`src/smw_pkg.sv`:
```
// Purpose: Shared constants, types and helpers for the serial memory write link
// Assumes: Both ends agree on lane use per opcode and protocol
// Notes: Host link clock period is eight system clocks

package smw_pkg;
  // ----------------------------------------
  // Opcodes
  // ----------------------------------------
  localparam logic [7:0] OP_WRITE = 8'h02;
  localparam logic [7:0] OP_DDRW = 8'hde;
  localparam logic [7:0] OP_FAST = 8'hda;
  localparam logic [7:0] OP_DDRFAST = 8'hdd;
  localparam logic [7:0] OP_TWO_DATA = 8'ha2;
  localparam logic [7:0] OP_TWO_ALL = 8'ha1;
  localparam logic [7:0] OP_FOUR_DATA = 8'h32;
  localparam logic [7:0] OP_FOUR_ALL = 8'hd2;
  localparam logic [7:0] OP_DDR_FOUR = 8'hd1;

  // ----------------------------------------
  // Link format
  // ----------------------------------------
  localparam int AW = 19;
  localparam logic [3:0] SKIP_KEY = 4'ha;
  localparam logic [3:0] BYTE_BITS = 4'h8;
  localparam logic [1:0] ADDR_LAST = 2'h2;
  localparam logic [1:0] PROTO_SPI = 2'h0;
  localparam logic [1:0] PROTO_TWO = 2'h1;
  localparam logic [1:0] PROTO_FOUR = 2'h2;

  // ----------------------------------------
  // Host link clock phases (8 clocks a period)
  // ----------------------------------------
  localparam logic [2:0] SCK_RISE_PH = 3'h3;
  localparam logic [2:0] SCK_FALL_PH = 3'h7;
  localparam logic [2:0] SDR_SLOT_PH = 3'h0;
  localparam logic [2:0] DDR_SLOT_A = 3'h1;
  localparam logic [2:0] DDR_SLOT_B = 3'h5;

  // ----------------------------------------
  // Host register map
  // ----------------------------------------
  localparam logic [7:0] REG_CTRL = 8'h00;
  localparam logic [7:0] REG_ADDR = 8'h04;
  localparam logic [7:0] REG_MODE = 8'h08;
  localparam logic [7:0] REG_DATA = 8'h0c;
  localparam logic [7:0] REG_STAT = 8'h10;
  localparam int CTRL_PROTO_LSB = 8;
  localparam int CTRL_SKIP_BIT = 10;
  localparam int CTRL_CNT_LSB = 11;
  localparam int CTRL_GO_BIT = 31;
  localparam int STAT_BUSY_BIT = 0;

  typedef enum logic [1:0] {PH_CMD, PH_ADDR, PH_MODE, PH_DATA} smw_ph_t;

  // ----------------------------------------
  // Lanes used by a command phase
  // ----------------------------------------
  function automatic logic [2:0] smw_lanes(input logic [7:0] op, input logic [1:0] proto, input smw_ph_t ph);
    logic [2:0] pw;
    pw = (proto == PROTO_FOUR) ? 3'h4 : (proto == PROTO_TWO) ? 3'h2 : 3'h1;
    if (ph == PH_CMD) return pw;
    case (op)
      OP_TWO_DATA: return (ph == PH_DATA) ? 3'h2 : 3'h1;
      OP_TWO_ALL: return 3'h2;
      OP_FOUR_DATA: return (ph == PH_DATA) ? 3'h4 : 3'h1;
      OP_FOUR_ALL, OP_DDR_FOUR: return 3'h4;
      default: return pw;
    endcase
  endfunction

  function automatic logic smw_has_mode(input logic [7:0] op);
    return op inside {OP_FAST, OP_DDRFAST, OP_TWO_DATA, OP_TWO_ALL, OP_FOUR_DATA, OP_FOUR_ALL, OP_DDR_FOUR};
  endfunction

  function automatic logic smw_ddr(input logic [7:0] op);
    return op inside {OP_DDRW, OP_DDRFAST, OP_DDR_FOUR};
  endfunction

  function automatic logic smw_known(input logic [7:0] op);
    return (op == OP_WRITE) || (op == OP_DDRW) || smw_has_mode(op);
  endfunction
endpackage

```
`src/smw_if.sv`:
```
// Purpose: Serial link between host controller and memory device
// Assumes: Undriven data lines are pulled high
// Notes: Device never drives; write commands only

`timescale 1ns/1ns

interface smw_if;
  logic cs_n;
  logic sck;
  logic [3:0] io_o;
  logic [3:0] io_oe;
  wire [3:0] io;

  assign io = (io_o & io_oe) | ~io_oe;

  modport host (output cs_n, output sck, output io_o, output io_oe);
  modport dev (input cs_n, input sck, input io);
endinterface

```
`src/smw_host.sv`:
```
// Purpose: Host controller sending serial write commands, driven over APB
// Assumes: Software sets opcode, address, mode and up to four data bytes
// Notes: Link clock is clk divided by eight, mode 0

`timescale 1ns/1ns

module smw_host (
  // Clock and reset
  input wire logic clk,
  input wire logic rst,
  // APB slave
  input wire logic psel,
  input wire logic penable,
  input wire logic pwrite,
  input wire logic [7:0] paddr,
  input wire logic [31:0] pwdata,
  output logic [31:0] prdata,
  output logic pready,
  output logic pslverr,
  // Serial link
  smw_if.host bus
);
  import smw_pkg::*;

  // ----------------------------------------
  // State
  // ----------------------------------------
  typedef struct packed {
    logic [2:0] ph;
    logic act;
    logic pend;
    logic pddr;
    logic fresh;
    smw_ph_t bph;
    logic [1:0] idx;
    logic [7:0] sh;
    logic [3:0] left;
    logic cs_n;
    logic sck;
    logic [3:0] io;
    logic [3:0] oe;
    logic [7:0] op;
    logic [1:0] proto;
    logic [1:0] cnt;
    logic skip;
    logic [23:0] addr;
    logic [7:0] mode;
    logic [31:0] data;
    logic pready;
    logic pslverr;
    logic [31:0] prdata;
  } smw_host_t;

  smw_host_t s_r;
  smw_host_t s_nxt;

  // ----------------------------------------
  // Next state
  // ----------------------------------------
  always_comb begin
    logic [31:0] rd;
    logic [2:0] w;
    logic [7:0] b;
    smw_ph_t cph;
    smw_ph_t uph;
    logic [1:0] cidx;
    logic cend;
    logic newb;
    logic ud;
    logic slot;
    rd = 32'h0;
    w = 3'h1;
    b = 8'h00;
    cph = PH_CMD;
    cidx = 2'h0;
    cend = 1'b0;
    uph = PH_CMD;
    newb = 1'b0;
    ud = 1'b0;
    slot = 1'b0;
    s_nxt = s_r;
    s_nxt.pready = 1'b0;
    s_nxt.pslverr = 1'b0;
    // APB: answer in the second access cycle
    if (psel && penable && !s_r.pready) begin
      s_nxt.pready = 1'b1;
      rd[7:0] = s_r.op;
      rd[CTRL_PROTO_LSB +: 2] = s_r.proto;
      rd[CTRL_SKIP_BIT] = s_r.skip;
      rd[CTRL_CNT_LSB +: 2] = s_r.cnt;
      case (paddr)
        REG_CTRL: s_nxt.prdata = rd;
        REG_ADDR: s_nxt.prdata = {8'h00, s_r.addr};
        REG_MODE: s_nxt.prdata = {24'h0, s_r.mode};
        REG_DATA: s_nxt.prdata = s_r.data;
        REG_STAT: s_nxt.prdata = {31'h0, s_r.act};
        default: begin
          s_nxt.prdata = 32'h0;
          s_nxt.pslverr = 1'b1;
        end
      endcase
    end
    // Writes take effect only while idle
    if (psel && penable && s_r.pready && pwrite && !s_r.pslverr && !s_r.act) begin
      case (paddr)
        REG_CTRL: begin
          s_nxt.op = pwdata[7:0];
          s_nxt.proto = pwdata[CTRL_PROTO_LSB +: 2];
          s_nxt.skip = pwdata[CTRL_SKIP_BIT];
          s_nxt.cnt = pwdata[CTRL_CNT_LSB +: 2];
          if (pwdata[CTRL_GO_BIT]) begin
            s_nxt.act = 1'b1;
            s_nxt.cs_n = 1'b0;
            s_nxt.ph = SDR_SLOT_PH;
            s_nxt.fresh = 1'b1;
            s_nxt.left = 4'h0;
            s_nxt.pend = 1'b0;
          end
        end
        REG_ADDR: s_nxt.addr = pwdata[23:0];
        REG_MODE: s_nxt.mode = pwdata[7:0];
        REG_DATA: s_nxt.data = pwdata;
        default: s_nxt.op = s_r.op;
      endcase
    end
    if (s_r.act) begin
      s_nxt.ph = s_r.ph + 3'h1;
      // Clock idles low, data taken at rising edge
      if (s_r.ph == SCK_RISE_PH) begin
        s_nxt.sck = 1'b1;
        s_nxt.pend = 1'b0;
      end
      if (s_r.ph == SCK_FALL_PH) begin
        s_nxt.sck = 1'b0;
        if (s_r.pddr) s_nxt.pend = 1'b0;
      end
      // Byte that follows the current one
      if (s_r.fresh) begin
        cph = s_r.skip ? PH_ADDR : PH_CMD;
      end else begin
        case (s_r.bph)
          PH_CMD: cph = PH_ADDR;
          PH_ADDR: begin
            cph = (s_r.idx == ADDR_LAST) ? (smw_has_mode(s_r.op) ? PH_MODE : PH_DATA) : PH_ADDR;
            cidx = (s_r.idx == ADDR_LAST) ? 2'h0 : s_r.idx + 2'h1;
          end
          PH_MODE: cph = PH_DATA;
          default: begin
            cph = PH_DATA;
            cidx = s_r.idx + 2'h1;
            cend = (s_r.idx == s_r.cnt);
          end
        endcase
      end
      newb = (s_r.left == 4'h0);
      uph = newb ? cph : s_r.bph;
      ud = smw_ddr(s_r.op) && (uph != PH_CMD);
      slot = ud ? ((s_r.ph == DDR_SLOT_A) || (s_r.ph == DDR_SLOT_B)) : (s_r.ph == SDR_SLOT_PH);
      if (!s_r.pend && newb && cend && (s_r.ph == SDR_SLOT_PH)) begin
        // Deselect after the last data bit
        s_nxt.act = 1'b0;
        s_nxt.cs_n = 1'b1;
        s_nxt.oe = 4'h0;
      end else if (!s_r.pend && slot && !(newb && cend)) begin
        w = smw_lanes(s_r.op, s_r.proto, uph);
        case (cph)
          PH_CMD: b = s_r.op;
          PH_ADDR: b = (cidx == 2'h0) ? s_r.addr[23:16] : (cidx == 2'h1) ? s_r.addr[15:8] : s_r.addr[7:0];
          PH_MODE: b = s_r.mode;
          default: b = s_r.data[{cidx, 3'h0} +: 8];
        endcase
        if (!newb) b = s_r.sh;
        if (newb) begin
          s_nxt.bph = cph;
          s_nxt.idx = cidx;
          s_nxt.fresh = 1'b0;
        end
        // Msb first; two lanes put bit 7 on line 1
        s_nxt.io = (w == 3'h4) ? b[7:4] : (w == 3'h2) ? {2'h0, b[7:6]} : {3'h0, b[7]};
        s_nxt.oe = (w == 3'h4) ? 4'hf : (w == 3'h2) ? 4'h3 : 4'h1;
        s_nxt.sh = b << w;
        s_nxt.left = (newb ? BYTE_BITS : s_r.left) - {1'b0, w};
        s_nxt.pend = 1'b1;
        s_nxt.pddr = ud;
      end
    end
  end

  // ----------------------------------------
  // Registers
  // ----------------------------------------
  always_ff @(posedge clk or posedge rst) begin
    if (rst) begin
      s_r <= '0;
      s_r.cs_n <= 1'b1;
    end else begin
      s_r <= s_nxt;
    end
  end

  // ----------------------------------------
  // Outputs
  // ----------------------------------------
  assign prdata = s_r.prdata;
  assign pready = s_r.pready;
  assign pslverr = s_r.pslverr;
  assign bus.cs_n = s_r.cs_n;
  assign bus.sck = s_r.sck;
  assign bus.io_o = s_r.io;
  assign bus.io_oe = s_r.oe;
endmodule

```
`src/flat_wrapper.sv`:
```
// flat-port wrapper written by rule: the top's interface ports become plain ports
module smw_host_flat import smw_pkg::*;
  (clk, rst, psel, penable, pwrite, paddr, pwdata, prdata, pready, pslverr, bus_cs_n, bus_sck, bus_io_o, bus_io_oe);
  smw_if bus_i ();
  input wire logic clk;
  input wire logic rst;
  input wire logic psel;
  input wire logic penable;
  input wire logic pwrite;
  input wire logic [7:0] paddr;
  input wire logic [31:0] pwdata;
  output logic [31:0] prdata;
  output logic pready;
  output logic pslverr;
  output wire logic [$bits(bus_i.cs_n)-1:0] bus_cs_n;
  output wire logic [$bits(bus_i.sck)-1:0] bus_sck;
  output wire logic [$bits(bus_i.io_o)-1:0] bus_io_o;
  output wire logic [$bits(bus_i.io_oe)-1:0] bus_io_oe;
  assign bus_cs_n = bus_i.cs_n;
  assign bus_sck = bus_i.sck;
  assign bus_io_o = bus_i.io_o;
  assign bus_io_oe = bus_i.io_oe;
  smw_host u_core (.clk(clk), .rst(rst), .psel(psel), .penable(penable), .pwrite(pwrite), .paddr(paddr), .pwdata(pwdata), .prdata(prdata), .pready(pready), .pslverr(pslverr), .bus(bus_i));
endmodule
```
`config.mk`:
```
export PLATFORM = sky130hd
export DESIGN_NAME = smw_host_flat
export DESIGN_NICKNAME = d
export VERILOG_FILES = /design/src/smw_pkg.sv /design/src/smw_if.sv /design/src/smw_host.sv /design/src/flat_wrapper.sv
export SDC_FILE = /design/constraint.sdc
export NUM_CORES = 1
export LEC_CHECK = 0
export BUFFER_PORTS_ARGS = -buffer_cell sky130_fd_sc_hd__clkbuf_2
export CAP_MARGIN = 25
export CELL_PAD_IN_SITES_DETAIL_PLACEMENT = 1
export CELL_PAD_IN_SITES_GLOBAL_PLACEMENT = 1
export CORE_ASPECT_RATIO = 0.75
export CORE_MARGIN = 2
export CORE_UTILIZATION = 28
export CTS_BUF_LIST = sky130_fd_sc_hd__clkbuf_4
export CTS_CLUSTER_SIZE = 14
export DETAILED_ROUTE_END_ITERATION = 8
export HOLD_SLACK_MARGIN = 0.05
export PLACE_DENSITY = 0.56
export REMOVE_ABC_BUFFERS = 1
export SLEW_MARGIN = 20
export SYNTH_ARGS = -nofsm -noshare
export SYNTH_HDL_FRONTEND = slang
export SYNTH_SLANG_ARGS = --single-unit
```
`constraint.sdc`:
```
create_clock -name clk -period 8 [get_ports clk]
set_input_delay 1.2 -clock clk [delete_from_list [all_inputs] [get_ports clk]]
set_output_delay 1.2 -clock clk [all_outputs]
set_load 0.02 [all_outputs]
```
## Word level (Yosys, flattened, before mapping)

Cells that the tools add are included.

| storage, ports and cells | value |
|---|---|
| word-level logic and storage cells | 171 |
| register bits after elaboration | 144 |
| input bits | 45 |
| output and inout bits | 44 |

| cells by class | value |
|---|---|
| shift operators | 2 |
| eq/ne operators | 28 |
| multiplexer cells | 67 |
| add/subtract/negate cells | 3 |
| reduce and logical (&&, ||, !) cells | 47 |
| bitwise gates (word level) | 1 |

Operators by type and width:

| operator | number |
|---|---|
| 32-bit case mux with 5 select lines | 1 |
| 8-bit == test, second input constant | 7 |
| 8-bit 2-to-1 mux | 7 |
| 19-bit 2-to-1 mux | 2 |
| 5-bit 2-to-1 mux | 7 |
| 34-bit 2-to-1 mux | 1 |
| 33-bit 2-to-1 mux | 1 |
| 32-bit by 6-bit variable part select with 8-bit output | 1 |
| 8-bit case mux with 3 select lines | 1 |
| 2-bit 2-to-1 mux | 11 |
| 1-bit 2-to-1 mux | 21 |
| 3-bit 2-to-1 mux | 7 |
| 4-bit 2-to-1 mux | 5 |
| 8-bit by 4-bit == test with 1-bit output, second input constant | 2 |
| 1-bit logical AND | 13 |
| 3-bit case mux with 4 select lines | 1 |
| 2-bit AND reduction | 6 |
| 2-bit nonzero test | 6 |
| 2-bit == test, second input constant | 5 |
| 3-bit == test, second input constant | 3 |
| 2-bit by 1-bit == test with 1-bit output, second input constant | 4 |
| 8-bit by 3-bit == test with 1-bit output, second input constant | 1 |
| 8-bit by 5-bit == test with 1-bit output, second input constant | 1 |
| 8-bit by 6-bit == test with 1-bit output, second input constant | 1 |
| other kinds (22) | 33 |

## Depth between registers and ports, before layout

Gate-level depths: netlist of the first run.

| depth | value |
|---|---|
| depth in word-level cells | 26 |
| gate-level depth with buffers | 17 |
| depth with buffers taken out | 13 |

## Least setup slack after synthesis of the first run

OpenSTA, ideal clock, no wires.

| timing | value |
|---|---|
| path type | input port to flip-flop |
| start | input port paddr[0] |
| end | register u_core.s_r[74] (netlist bit) |
| cell stages on the path | 8 |
| data required time | 7875 ps |
| library setup time | 125 ps |
| setup slack | 4674 ps |
| buffers on the path | 2 |
| arrival time | 3201 ps |
| path through | or4_1 -> or2_2 -> nor2_1 -> and3_1 -> clkbuf_1 -> nand3b_1 -> clkbuf_1 -> mux2_2 |

| between the ends | value |
|---|---|
| cells in the longest elaborated chain, start to end | 2 |

Ends and longest elaborated chain:

| element | line | RTL |
|---|---|---|
| start, declared | flat_wrapper.sv:10 | `input wire logic [7:0] paddr;` |
| 8-bit by 3-bit == test with 1-bit output | smw_host.sv:105 | `case (paddr)` |
| 2-bit AND reduction (no source line) | n/a |  |
| end signal, assigned | smw_host.sv:197 | `s_r <= s_nxt;` |
| end, declared | smw_host.sv:54 | `smw_host_t s_r;` |

Every way passes these cells.
A chain may end at the register's enable or synchronous reset.

## Worst setup path after layout of the first run

| timing | value |
|---|---|
| start | register u_core.s_r[122] (netlist bit) |
| end | register u_core.s_r[132] (netlist bit) |

| between the ends | value |
|---|---|
| cells in the longest elaborated chain, start to end | 12 |
| elaborated cells on any way between the ends | 32 |
| classes of those cells | eq/ne: 1; shift: 1; mux: 17; bitwise: 1; reduce/logical: 12 |

Ends and longest elaborated chain:

| element | line | RTL |
|---|---|---|
| 4-bit zero test * | smw_host.sv:155 | `newb = (s_r.left == 4'h0);` |
| 2-bit 2-to-1 mux | smw_host.sv:156 | `uph = newb ? cph : s_r.bph;` |
| 2-bit zero test | smw_pkg.sv:61 | `if (ph == PH_CMD) return pw;` |
| 1-bit 2-to-1 mux | smw_pkg.sv:61 |  |
| 1-bit 2-to-1 mux | smw_host.sv:164 | `end else if (!s_r.pend && slot && !(newb && cend)) begin` |
| 1-bit 2-to-1 mux | smw_host.sv:159 | `if (!s_r.pend && newb && cend && (s_r.ph == SDR_SLOT_PH)) begin` |
| 1-bit 2-to-1 mux | smw_host.sv:126 | `if (s_r.act) begin` |
| 3-bit 2-to-1 mux | smw_pkg.sv:62 | `case (op)` |
| 3-bit 2-to-1 mux | smw_host.sv:164 |  |
| 3-bit 2-to-1 mux | smw_host.sv:159 |  |
| 3-bit 2-to-1 mux | smw_host.sv:126 |  |
| 8-bit by 3-bit left shift with 8-bit output | smw_host.sv:181 | `s_nxt.sh = b << w;` |

Every way passes the cells marked *; elsewhere a longest branch is shown, timed or not. The select of a mux whose other input is x is not followed.

==> results of run 1 <==
==> cell families after synthesis <==
group	share of synthesized area [%]
AO/OA/AOI/OAI	12.44
adder cells (fa/ha/maj)	2.495
AND/OR/NAND/NOR	12.31
flip-flops	45.75
multiplexers	18.76
XOR/XNOR	0.7836
buffers and inverters	7.452
==> metrics by stage <==
step,cells,hold WS (ns),power [mW]
CTS,1128,0.4807,1.381
global route,1130,0.4984,1.417
global placement,1096,0.4589,0.8036
floorplan,647,0.4431,0.7678
finish,1130,0.4731,1.360
detailed placement,1096,0.4632,0.8036
==> metal layers <==
metal | GRT usage, % | vias to the layer above | share of wire, % | wire [µm]
met1 | 24.14 | 2934 | 53 | 12130
met5 | 0 | - | 0 | 0
met2 | 24.66 | 87 | 43 | 9982
met3 | 3.165 | 15 | 3.2 | 737
met4 | 3.496 | 0 | 0.76 | 174
li1 | - | 2663 | - | -
==> worst paths after layout <==
check,slack (ns),start,to
worst max-delay path,3.79,u_core.s_r[122],u_core.s_r[132]
worst min-delay path,0.47,u_core.bus.cs_n,u_core.bus.cs_n
worst max register to register,3.79,u_core.s_r[122],u_core.s_r[132]
worst min register to register,0.47,u_core.bus.cs_n,u_core.bus.cs_n
max in group asynchronous,5.95,rst,u_core.s_r[81]
min in group asynchronous,0.77,rst,u_core.prdata[24]
==> power by group <==
group          total (mW)  internal, mW  switching, mW
logic              0.0582        0.0173         0.0409
registers           0.729         0.726        0.00343
clock network       0.573         0.282          0.291
==> cells in the final DEF (no fill, tap or decap), types with 4 or more instances in the layout <==
cell type  instances
dfrtp_1          142
clkbuf_2          88
mux2_2            81
nand2_1           80
nor2_1            39
o21ai_0           32
mux2i_1           27
a21oi_1           24
nand3_1           24
clkbuf_4          19
inv_1             17
a211oi_1          14
a22o_1            14
ha_1              14
mux4_2            12
nor2b_1           11
nor3_1            10
buf_4             10
a31oi_1            8
o31ai_1            7
nand2b_1           6
o22ai_1            6
xnor2_1            5
clkinv_1           5
bufinv_16          5
and3_1             4
o211a_1            4
o211ai_1           4
==> registers in the layout, summed over array words and instances (netlist names) <==
name / count
u_core.pslverr: 1
u_core.bus.sck: 1
u_core.prdata: 32
u_core.bus.io_o: 4
u_core.bus.cs_n: 1
u_core.pready: 1
u_core.s_r: 100
u_core.bus.io_oe: 3
==> worst max-delay path: stages, from the launching register on <==
cell and delay (ns):
dfrtp_1 0.47, or4_1 0.92, mux2_4 0.45, or3_1 0.44, mux2i_1 0.16, or3_1 0.71, nor2_1 0.48, nand2_1 0.17
a211oi_1 0.24, nor3_1 0.08
==> area by class of cell <==
| type | count | area (µm²) |
|---|---|---|
| fillers | 3073 | 18580 |
| multi-input cells | 485 | 3667 |
| flip-flops and latches | 143 | 3580 |
| repair buffers | 98 | 515.5 |
| well taps | 351 | 439.2 |
| clock inverters | 13 | 193.9 |
| clock buffers | 19 | 142.6 |
| inverters | 19 | 76.32 |
| diodes | 2 | 5.005 |
==> metrics.cfg, run 1 <==
[run_status]
outcome = finished clean

[yosys]
synthCells = 733
synthMostInstantiatedCell = dfrtp_1
synthTopCellsByCount = dfrtp_1, mux2_2, nand2_1
async_reset_ff_share_pct = 100.0
post_synth_main_area_contributors = dfrtp_1, mux2_2, buf_4, nand2_1, mux2i_1
netlist.top_cell.by_area = dfrtp_1
yosysSeqAreaShare_pct = 45.75
postSynthAreaPerCell_um2 = 10.67
synth.yosys.warnings = 0
postSynth.topFlopCell = dfrtp_1
yosys.area.top_type_share_pct = 45.42
number_of_synthesized_flops_with_an_enable_pin = 0
yosys.cell_types.count = 65
synth.cell_area_um2 = 7824
postSynthRegisterBits = 143

[clock_tree]
cts_tree = yes
cts_hold_repair.buffers = 0
post_cts_resized = 0
worst_setup_hold_path_clk_slew_ns = 0.14
htreeDepth = 4
cts_inserted_buffers = 17
clk-insertion-delay-late_ns = 0.59
cts.sink_count = 143
clock_tree.buffer_depth = 2
buffers_inserted_by_post_cts_timing_repair = 0
cts.root.buffer_cell = clkbuf_4

[sta]
max_slew_margin_pct = 35.12
final_max_slew_viol_count = 0
fin_tns_setup_ns = 0
worst_pin_slew_ns = 0.9697
period_share_pct = 52.62
hold_viol_final = 0
rsz0062_at_grt = false
layout_setup_ws_ns = 3.790
clock-skew-final_ns = 0.02635
achievable-frequency_mhz = 237.6
final_period_minus_worst_setup_slack_ns = 4.210
setup_viol = 0

[detailed_routing]
viasPerCell = 5.043
routed_wl_mm = 23.02
drc_markers = 0
remaining_antenna_violation_count_after_routing = 0
drt_iter0_drc = 268
detailedRoute.firstPassIterationCount = 4
post_drt_wl_per_cell_um = 20.37
detailroute.via_count = 5699

[grt]
grt_pass1_wl_mm = 35.87
pin_count_of_the_biggest_net_entering_global_routing = 93
antenna_found_initial = 1
grt_util_all_layers_pct = 16.31
grt_overflow = 0
grt_pass1_vias = 5935

[die]
design.die.area_um2 = 29310
start_util_pct = 28.77
fp.dieW_um = 197.0
core_region_area_um2 = 27200
boundaryPins = 89
placementRows = 52
fp.dieH_um = 148.8

[setup_path]
crit_path_max_fanout = 23
critPathKind = reg2reg
worst_ep_required_time_ns = 8.50
cell_depth_of_the_worst_flop_to_flop_path = 9
cp-start-kind = register
end_kind = register
timing.critical_path.arrival_ns = 4.70

[pwr]
pwr_density_cell_nw_per_um2 = 157.8
vdd_drop_max_uv = 86.30
cellLeakagePower_nw = 4.052

[placed_design]
portBuffers = 88
postPlaceCellArea_um2 = 8278
half_perimeter_wire_length_of_the_detailed_placement_result_mm = 16.32
post-place-ws_ns = 3.642
place_congestion = 0.8111

[finish]
drive_gt1_share_pct = 29.60
syn2layout_area_growth_pct = 10.17
num-nets-final = 824
fin_area_um2 = 8620
utilization_pct = 31.69

[flow_run]
max_cap_viol_count = 0

[worst_hold_path]
worst_hold_path_class = reg2reg
hold_path_depth = 2

Note: power is estimated with default switching activity, not from simulation.
==> run 2: changes to the inputs <==
- PLACE_DENSITY: 0.56 -> 0.58
- clock period: 8 -> 3.8 ns (I/O delays scaled with it)
==> run 2 against run 1 <==
Effect of this change:
- highest routed layer unchanged
- non-clock buffer count is 17 higher
- die area stayed put
- clock power is 80% higher
- sequential cell count stayed put
- utilization is 0.28 points higher
==> metrics.cfg, run 2 (same netlist as run 1, synthesis figures left out) <==
[sta]
setup_viol = 0  ; unchanged
hold_slack_ns = 0.09775  ; -0.3753 ns
final_max_slew_viol_count = 0  ; unchanged
period_share_pct = 87.07  ; +34 points
achievable-frequency_mhz = 302.2  ; +27%
rsz0062_at_grt = false
worst_pin_slew_ns = 0.8614  ; -0.1083 ns
clock-skew-final_ns = 0.02511  ; -0.001245 ns
final_period_minus_worst_setup_slack_ns = 3.309  ; -0.9010 ns
max_slew_margin_pct = 42.57  ; +7.5 points
hold_viol_final = 0  ; unchanged
layout_setup_ws_ns = 0.4914  ; -3.299 ns

[clock_tree]
cts_inserted_buffers = 17  ; unchanged
clock_tree.buffer_depth = 2  ; unchanged
cts.sink_count = 143  ; unchanged
cts_tree = yes
worst_setup_hold_path_clk_slew_ns = 0.13  ; about the same
clk-insertion-delay-late_ns = 0.60  ; about the same
cts.root.buffer_cell = clkbuf_4
htreeDepth = 4  ; unchanged
cts_hold_repair.buffers = 0  ; unchanged
post_cts_resized = 0  ; unchanged
buffers_inserted_by_post_cts_timing_repair = 0  ; unchanged

[setup_path]
rr_startpoint = u_core.s_r[105]
crit_end = u_core.s_r[124]
cp-start-kind = register
timing.critical_path.from = u_core.s_r[105]
rr_endpoint = u_core.s_r[124]
end_kind = register
crit_path_max_fanout = 10  ; -57%
r2r_slack_ns = 0.49  ; -3.30 ns
cell_depth_of_the_worst_flop_to_flop_path = 11  ; +2
worst_ep_required_time_ns = 4.28  ; -4.22 ns
critPathKind = reg2reg
timing.critical_path.arrival_ns = 3.79  ; -0.91 ns

[finish]
largest_register_ff_count = 100  ; unchanged
num-nets-final = 841  ; +2.1%
largest-register = u_core.s_r
layout_commonest_cell = dfrtp_1
final.fill_count = 3083  ; +0.33%
instances_no_fill = 1146  ; +1.4%
drive_gt1_share_pct = 31.61  ; +2.0 points
mostFrequentLayoutCells = dfrtp_1, clkbuf_2, mux2_2
syn2layout_area_growth_pct = 11.15

[worst_hold_path]
worst_hold_path_class = in2async

[detailed_routing]
routed_wl_mm = 22.97  ; -0.21%
viasPerCell = 5.101  ; +1.1%
remaining_antenna_violation_count_after_routing = 0  ; unchanged
detailroute.via_count = 5846  ; +2.6%
detailedRoute.firstPassIterationCount = 5  ; +1
post_drt_wl_per_cell_um = 20.05  ; -1.6%
drc_markers = 0  ; unchanged
drt_iter0_drc = 367  ; +37%

[die]
fp.dieH_um = 148.8  ; unchanged
start_util_pct = 28.77  ; unchanged
design.die.area_um2 = 29310  ; unchanged
core_region_area_um2 = 27200  ; unchanged
placementRows = 52  ; unchanged
boundaryPins = 89  ; unchanged
fp.dieW_um = 197.0  ; unchanged

[placed_design]
post-place-ws_ns = 0.4882  ; -3.154 ns
portBuffers = 88  ; unchanged
place_congestion = 0.8505  ; +4.9%
half_perimeter_wire_length_of_the_detailed_placement_result_mm = 16.86  ; +3.3%
placed_cells_incl_taps = 1113  ; +1.6%

[pwr]
pwr_density_cell_nw_per_um2 = 309.2  ; +96%
report.power.total_mw = 2.689  ; +98%
vdd_drop_max_uv = 159.4  ; +85%
cellLeakagePower_nw = 4.104  ; +1.3%

[grt]
grt_util_all_layers_pct = 16.58  ; +0.28 points
grt_pass1_vias = 6008  ; +1.2%
pin_count_of_the_biggest_net_entering_global_routing = 82  ; -12%
antenna_found_initial = 1  ; unchanged
grt_pass1_wl_mm = 36.51  ; +1.8%
grt_overflow = 0  ; unchanged

[flow_run]
max_cap_viol_count = 0  ; unchanged

[run_status]
outcome = finished clean

## run 2: cell count changes in the layout (fill, tap and decap cells not counted), sizes merged
cell / previous run / this run
inv: 18 / 22
bufinv: 5 / 2
clkinv: 7 / 5
clkbuf: 107 / 105
buf: 10 / 27
diode: 2 / 1
clkinvlp: 2 / 5
## run 2: where the power goes
part / leakage, nW / switching [mW] / internal [mW] / total (mW)
sequential: 1.95 / 0.00730 / 1.53 / 1.54
combinational: 2.01 / 0.0862 / 0.0391 / 0.125
clock: 0.141 / 0.633 / 0.396 / 1.03
## run 2: layer usage
layer | GRT usage (%) | part of all wire, %
met4 | 3.835 | 0.85
met5 | 0 | 0
met1 | 25.13 | 52
met3 | 3.030 | 4.2
met2 | 24.40 | 43
## run 2: worst max-delay path: stages, from the launching register on
cell and delay [ns]:
dfrtp_1 0.51, or4b_4 0.58, or4b_4 0.51, nor3_1 0.16, a21oi_1 0.09, o21ai_1 0.39
inv_1 0.14, ha_1 0.35, a21oi_1 0.22, nor2_1 0.07, a21oi_1 0.12, o2bb2ai_1 0.08
## run 2: layout make-up
type	instances	area (µm²)	area share (%)
Multi-Input combinational cell	485	3667	42.17
Inverter	19	76.32	0.8777
Antenna cell	1	2.502	0.02878
Tap cell	351	439.2	5.050
Timing Repair Buffer	115	643.1	7.396
Clock buffer	17	127.6	1.468
Sequential cell	143	3580	41.17
Clock inverter	15	160.2	1.842
## run 2: how the worst min path moves through the flow
stage / startpoint / to / slack, ns / cells past startpoint
3_5_place_dp: u_core.bus.cs_n / u_core.bus.cs_n / 0.47 / 2
5_1_grt: rst / u_core.prdata[24] / 0.11 / 2
4_1_cts: rst / u_core.prdata[24] / 0.07 / 2
2_1_floorplan: u_core.s_r[125] / u_core.s_r[125] / 0.44 / 2
3_3_place_gp: u_core.bus.cs_n / u_core.bus.cs_n / 0.46 / 2
6_report: rst / u_core.prdata[24] / 0.1 / 2
## run 2: metrics by stage
step / utilization (%) / cell area, µm² / setup TNS, ns
floorplan: - / 7312 / -86.09
global placement: 30.91 / 8406 / 0
detailed placement: 30.91 / 8406 / 0
CTS: 31.97 / 8693 / 0
global route: 31.97 / 8696 / 0
finish: 31.97 / 8696 / 0
==> run 3: changes to the inputs <==
- CELL_PAD_IN_SITES_DETAIL_PLACEMENT: 1 -> 0
==> run 3 against run 2 <==
Effect of this change:
- die area unchanged
- first-iteration DRC count increased by 1.9%
- final cell count unchanged
- via count decreased by 2.7%
- worst setup slack gained 0.013 ns
- non-clock buffer count is the same
- hold slack worse by 0.013 ns
- combinational power about the same
- clock skew grew 0.010 ns
- clock power rose by 14%
- sequential share of layout area is 0.22 points lower
- global-route usage fell by 0.47 points
- largest cell class unchanged
==> metrics.cfg, run 3 (same netlist as run 1, synthesis figures left out) <==
[run_status]
outcome = finished clean

[sta]
final_period_minus_worst_setup_slack_ns = 3.295  ; -0.01346 ns
hold_slack_ns = 0.08473  ; -0.01302 ns
setup_viol = 0  ; unchanged
achievable-frequency_mhz = 303.5  ; +0.41%
rsz0062_at_grt = false
hold_viol_final = 0  ; unchanged
period_share_pct = 86.72  ; -0.35 points
clock-skew-final_ns = 0.03545  ; +0.01034 ns
final_max_slew_viol_count = 0  ; unchanged
max_slew_margin_pct = 42.28  ; -0.30 points
worst_pin_slew_ns = 0.8658  ; +0.004461 ns

[clock_tree]
clock_tree.buffer_depth = 2  ; unchanged
post_cts_resized = 0  ; unchanged
worst_setup_hold_path_clk_slew_ns = 0.14  ; about the same
buffers_inserted_by_post_cts_timing_repair = 0  ; unchanged
cts_hold_repair.buffers = 0  ; unchanged
cts_tree = yes
cts.root.buffer_cell = clkbuf_4
clk-insertion-delay-late_ns = 0.59  ; about the same
htreeDepth = 4  ; unchanged
cts.sink_count = 143  ; unchanged
cts_inserted_buffers = 17  ; unchanged

[die]
fp.dieW_um = 197.0  ; unchanged
design.die.area_um2 = 29310  ; unchanged
boundaryPins = 89  ; unchanged
core_region_area_um2 = 27200  ; unchanged
fp.dieH_um = 148.8  ; unchanged
placementRows = 52  ; unchanged
start_util_pct = 28.77  ; unchanged

[grt]
antenna_found_initial = 1  ; unchanged
grt_overflow = 0  ; unchanged
grt_pass1_vias = 5779  ; -3.8%
grt_pass1_wl_mm = 35.49  ; -2.8%
grt_util_all_layers_pct = 16.11  ; -0.47 points
pin_count_of_the_biggest_net_entering_global_routing = 82  ; unchanged

[setup_path]
end_kind = register
timing.critical_path.cells = or4b_4, or4b_4, nor3_1, a21oi_1, o21ai_1, inv_1, ha_1, a21oi_1, nor2_1, a21oi_1, o2bb2ai_1
cp-start-kind = register
critPathSlowestCell = or4b_4
worst_ep_required_time_ns = 4.28  ; about the same
critPathMaxStageDelay_ns = 0.59  ; about the same
timing.critical_path.arrival_ns = 3.78  ; about the same
crit_path_max_fanout = 10  ; unchanged
critPathKind = reg2reg
cell_depth_of_the_worst_flop_to_flop_path = 11  ; unchanged
r2r_slack_ns = 0.50  ; about the same
most_numerous_cell_on_the_critical_path = a21oi_1

[placed_design]
portBuffers = 88  ; unchanged
half_perimeter_wire_length_of_the_detailed_placement_result_mm = 16.26  ; -3.6%
postPlaceCellArea_um2 = 8406  ; unchanged
place_congestion = 0.8505  ; unchanged

[worst_hold_path]
worst_hold_path_class = in2async

[pwr]
power_switching_mw = 0.7299  ; +0.46%
vdd_drop_max_uv = 186.5  ; +17%
cellLeakagePower_nw = 4.140  ; +0.87%
power.sequential.fraction_pct = 54.3  ; -2.8 points
pwr-share-clk_pct = 41.3  ; +3.0 points
internal_power_mw = 2.097  ; +6.9%
p_sw_share_pct = 25.82  ; -1.2 points
comb_power_share_pct = 4.4  ; -0.3 points
pwr_density_cell_nw_per_um2 = 323.3  ; +4.6%

[finish]
largest-register = u_core.s_r
utilization_pct = 32.15  ; +0.17 points
num-nets-final = 841  ; unchanged
syn2layout_area_growth_pct = 11.75
drive_gt1_share_pct = 31.61  ; unchanged
largest_register_ff_count = 100  ; unchanged
fin_area_um2 = 8743  ; +0.55%
mostFrequentLayoutCells = dfrtp_1, clkbuf_2, mux2_2
layout_commonest_cell = dfrtp_1

[detailed_routing]
detailedRoute.firstPassIterationCount = 4  ; -1
viasPerCell = 4.966  ; -2.7%
detailroute.via_count = 5691  ; -2.7%
remaining_antenna_violation_count_after_routing = 0  ; unchanged
drc_markers = 0  ; unchanged
drt_iter0_drc = 374  ; +1.9%
post_drt_wl_per_cell_um = 19.46  ; -2.9%
routed_wl_mm = 22.30  ; -2.9%

[flow_run]
max_cap_viol_count = 0  ; unchanged

## run 3: worst paths after layout
path                                     end             from
max                          u_core.s_r[124]  u_core.s_r[105]
min                        u_core.prdata[24]              rst
max reg2reg                  u_core.s_r[124]  u_core.s_r[105]
min reg2reg                  u_core.bus.cs_n  u_core.bus.cs_n
max in group asynchronous    u_core.bus.cs_n              rst
min in group clk              u_core.s_r[60]       pwdata[26]
## run 3: power by group through the flow
stage	sequential (mW)	combinational, mW	clock [mW]
2_1_floorplan	1.56	0.0531	0
3_3_place_gp	1.56	0.129	0
3_5_place_dp	1.56	0.129	0
4_1_cts	1.54	0.129	1.21
5_1_grt	1.54	0.141	1.28
6_report	1.53	0.124	1.17
## run 3: stage by stage
step / std cells / power (mW) / setup slack (ns) / setup TNS [ns]
floorplan: 647 / 1.616 / -0.6063 / -86.09
global placement: 1113 / 1.692 / 0.5796 / 0
detailed placement: 1113 / 1.692 / 0.5283 / 0
CTS: 1145 / 2.875 / 0.5356 / 0
global route: 1146 / 2.955 / 0.2296 / 0
finish: 1146 / 2.827 / 0.5048 / 0
## run 3: worst max-delay path: cells and delay by family (launching register included)
kind,cells,cell delay (ns)
flip-flops,1,0.53
adder cells (fa/ha/maj),1,0.34
buffers and inverters,1,0.13
AND/OR/NAND/NOR,4,1.31
AO/OA/AOI/OAI,5,0.87
## run 3: final cells by class
class	count	area [µm²]
Multi-Input combinational cell	485	3667
Clock inverter	15	207.7
Sequential cell	143	3580
Inverter	19	76.32
Clock buffer	17	127.6
Antenna cell	1	2.502
Timing Repair Buffer	115	643.1
Fill cell	2837	18450
Tap cell	351	439.2
## run 3: layer usage
| metal | up-vias | global-route usage, % | routed length (µm) | share of wire, % |
|---|---|---|---|---|
| li1 | 2693 | - | - | - |
| met4 | 0 | 4.023 | 187 | 0.84 |
| met2 | 138 | 23.06 | 9319 | 42 |
| met1 | 2849 | 24.63 | 11730 | 53 |
| met3 | 11 | 3.256 | 1066 | 4.8 |
| met5 | - | 0 | 0 | 0 |
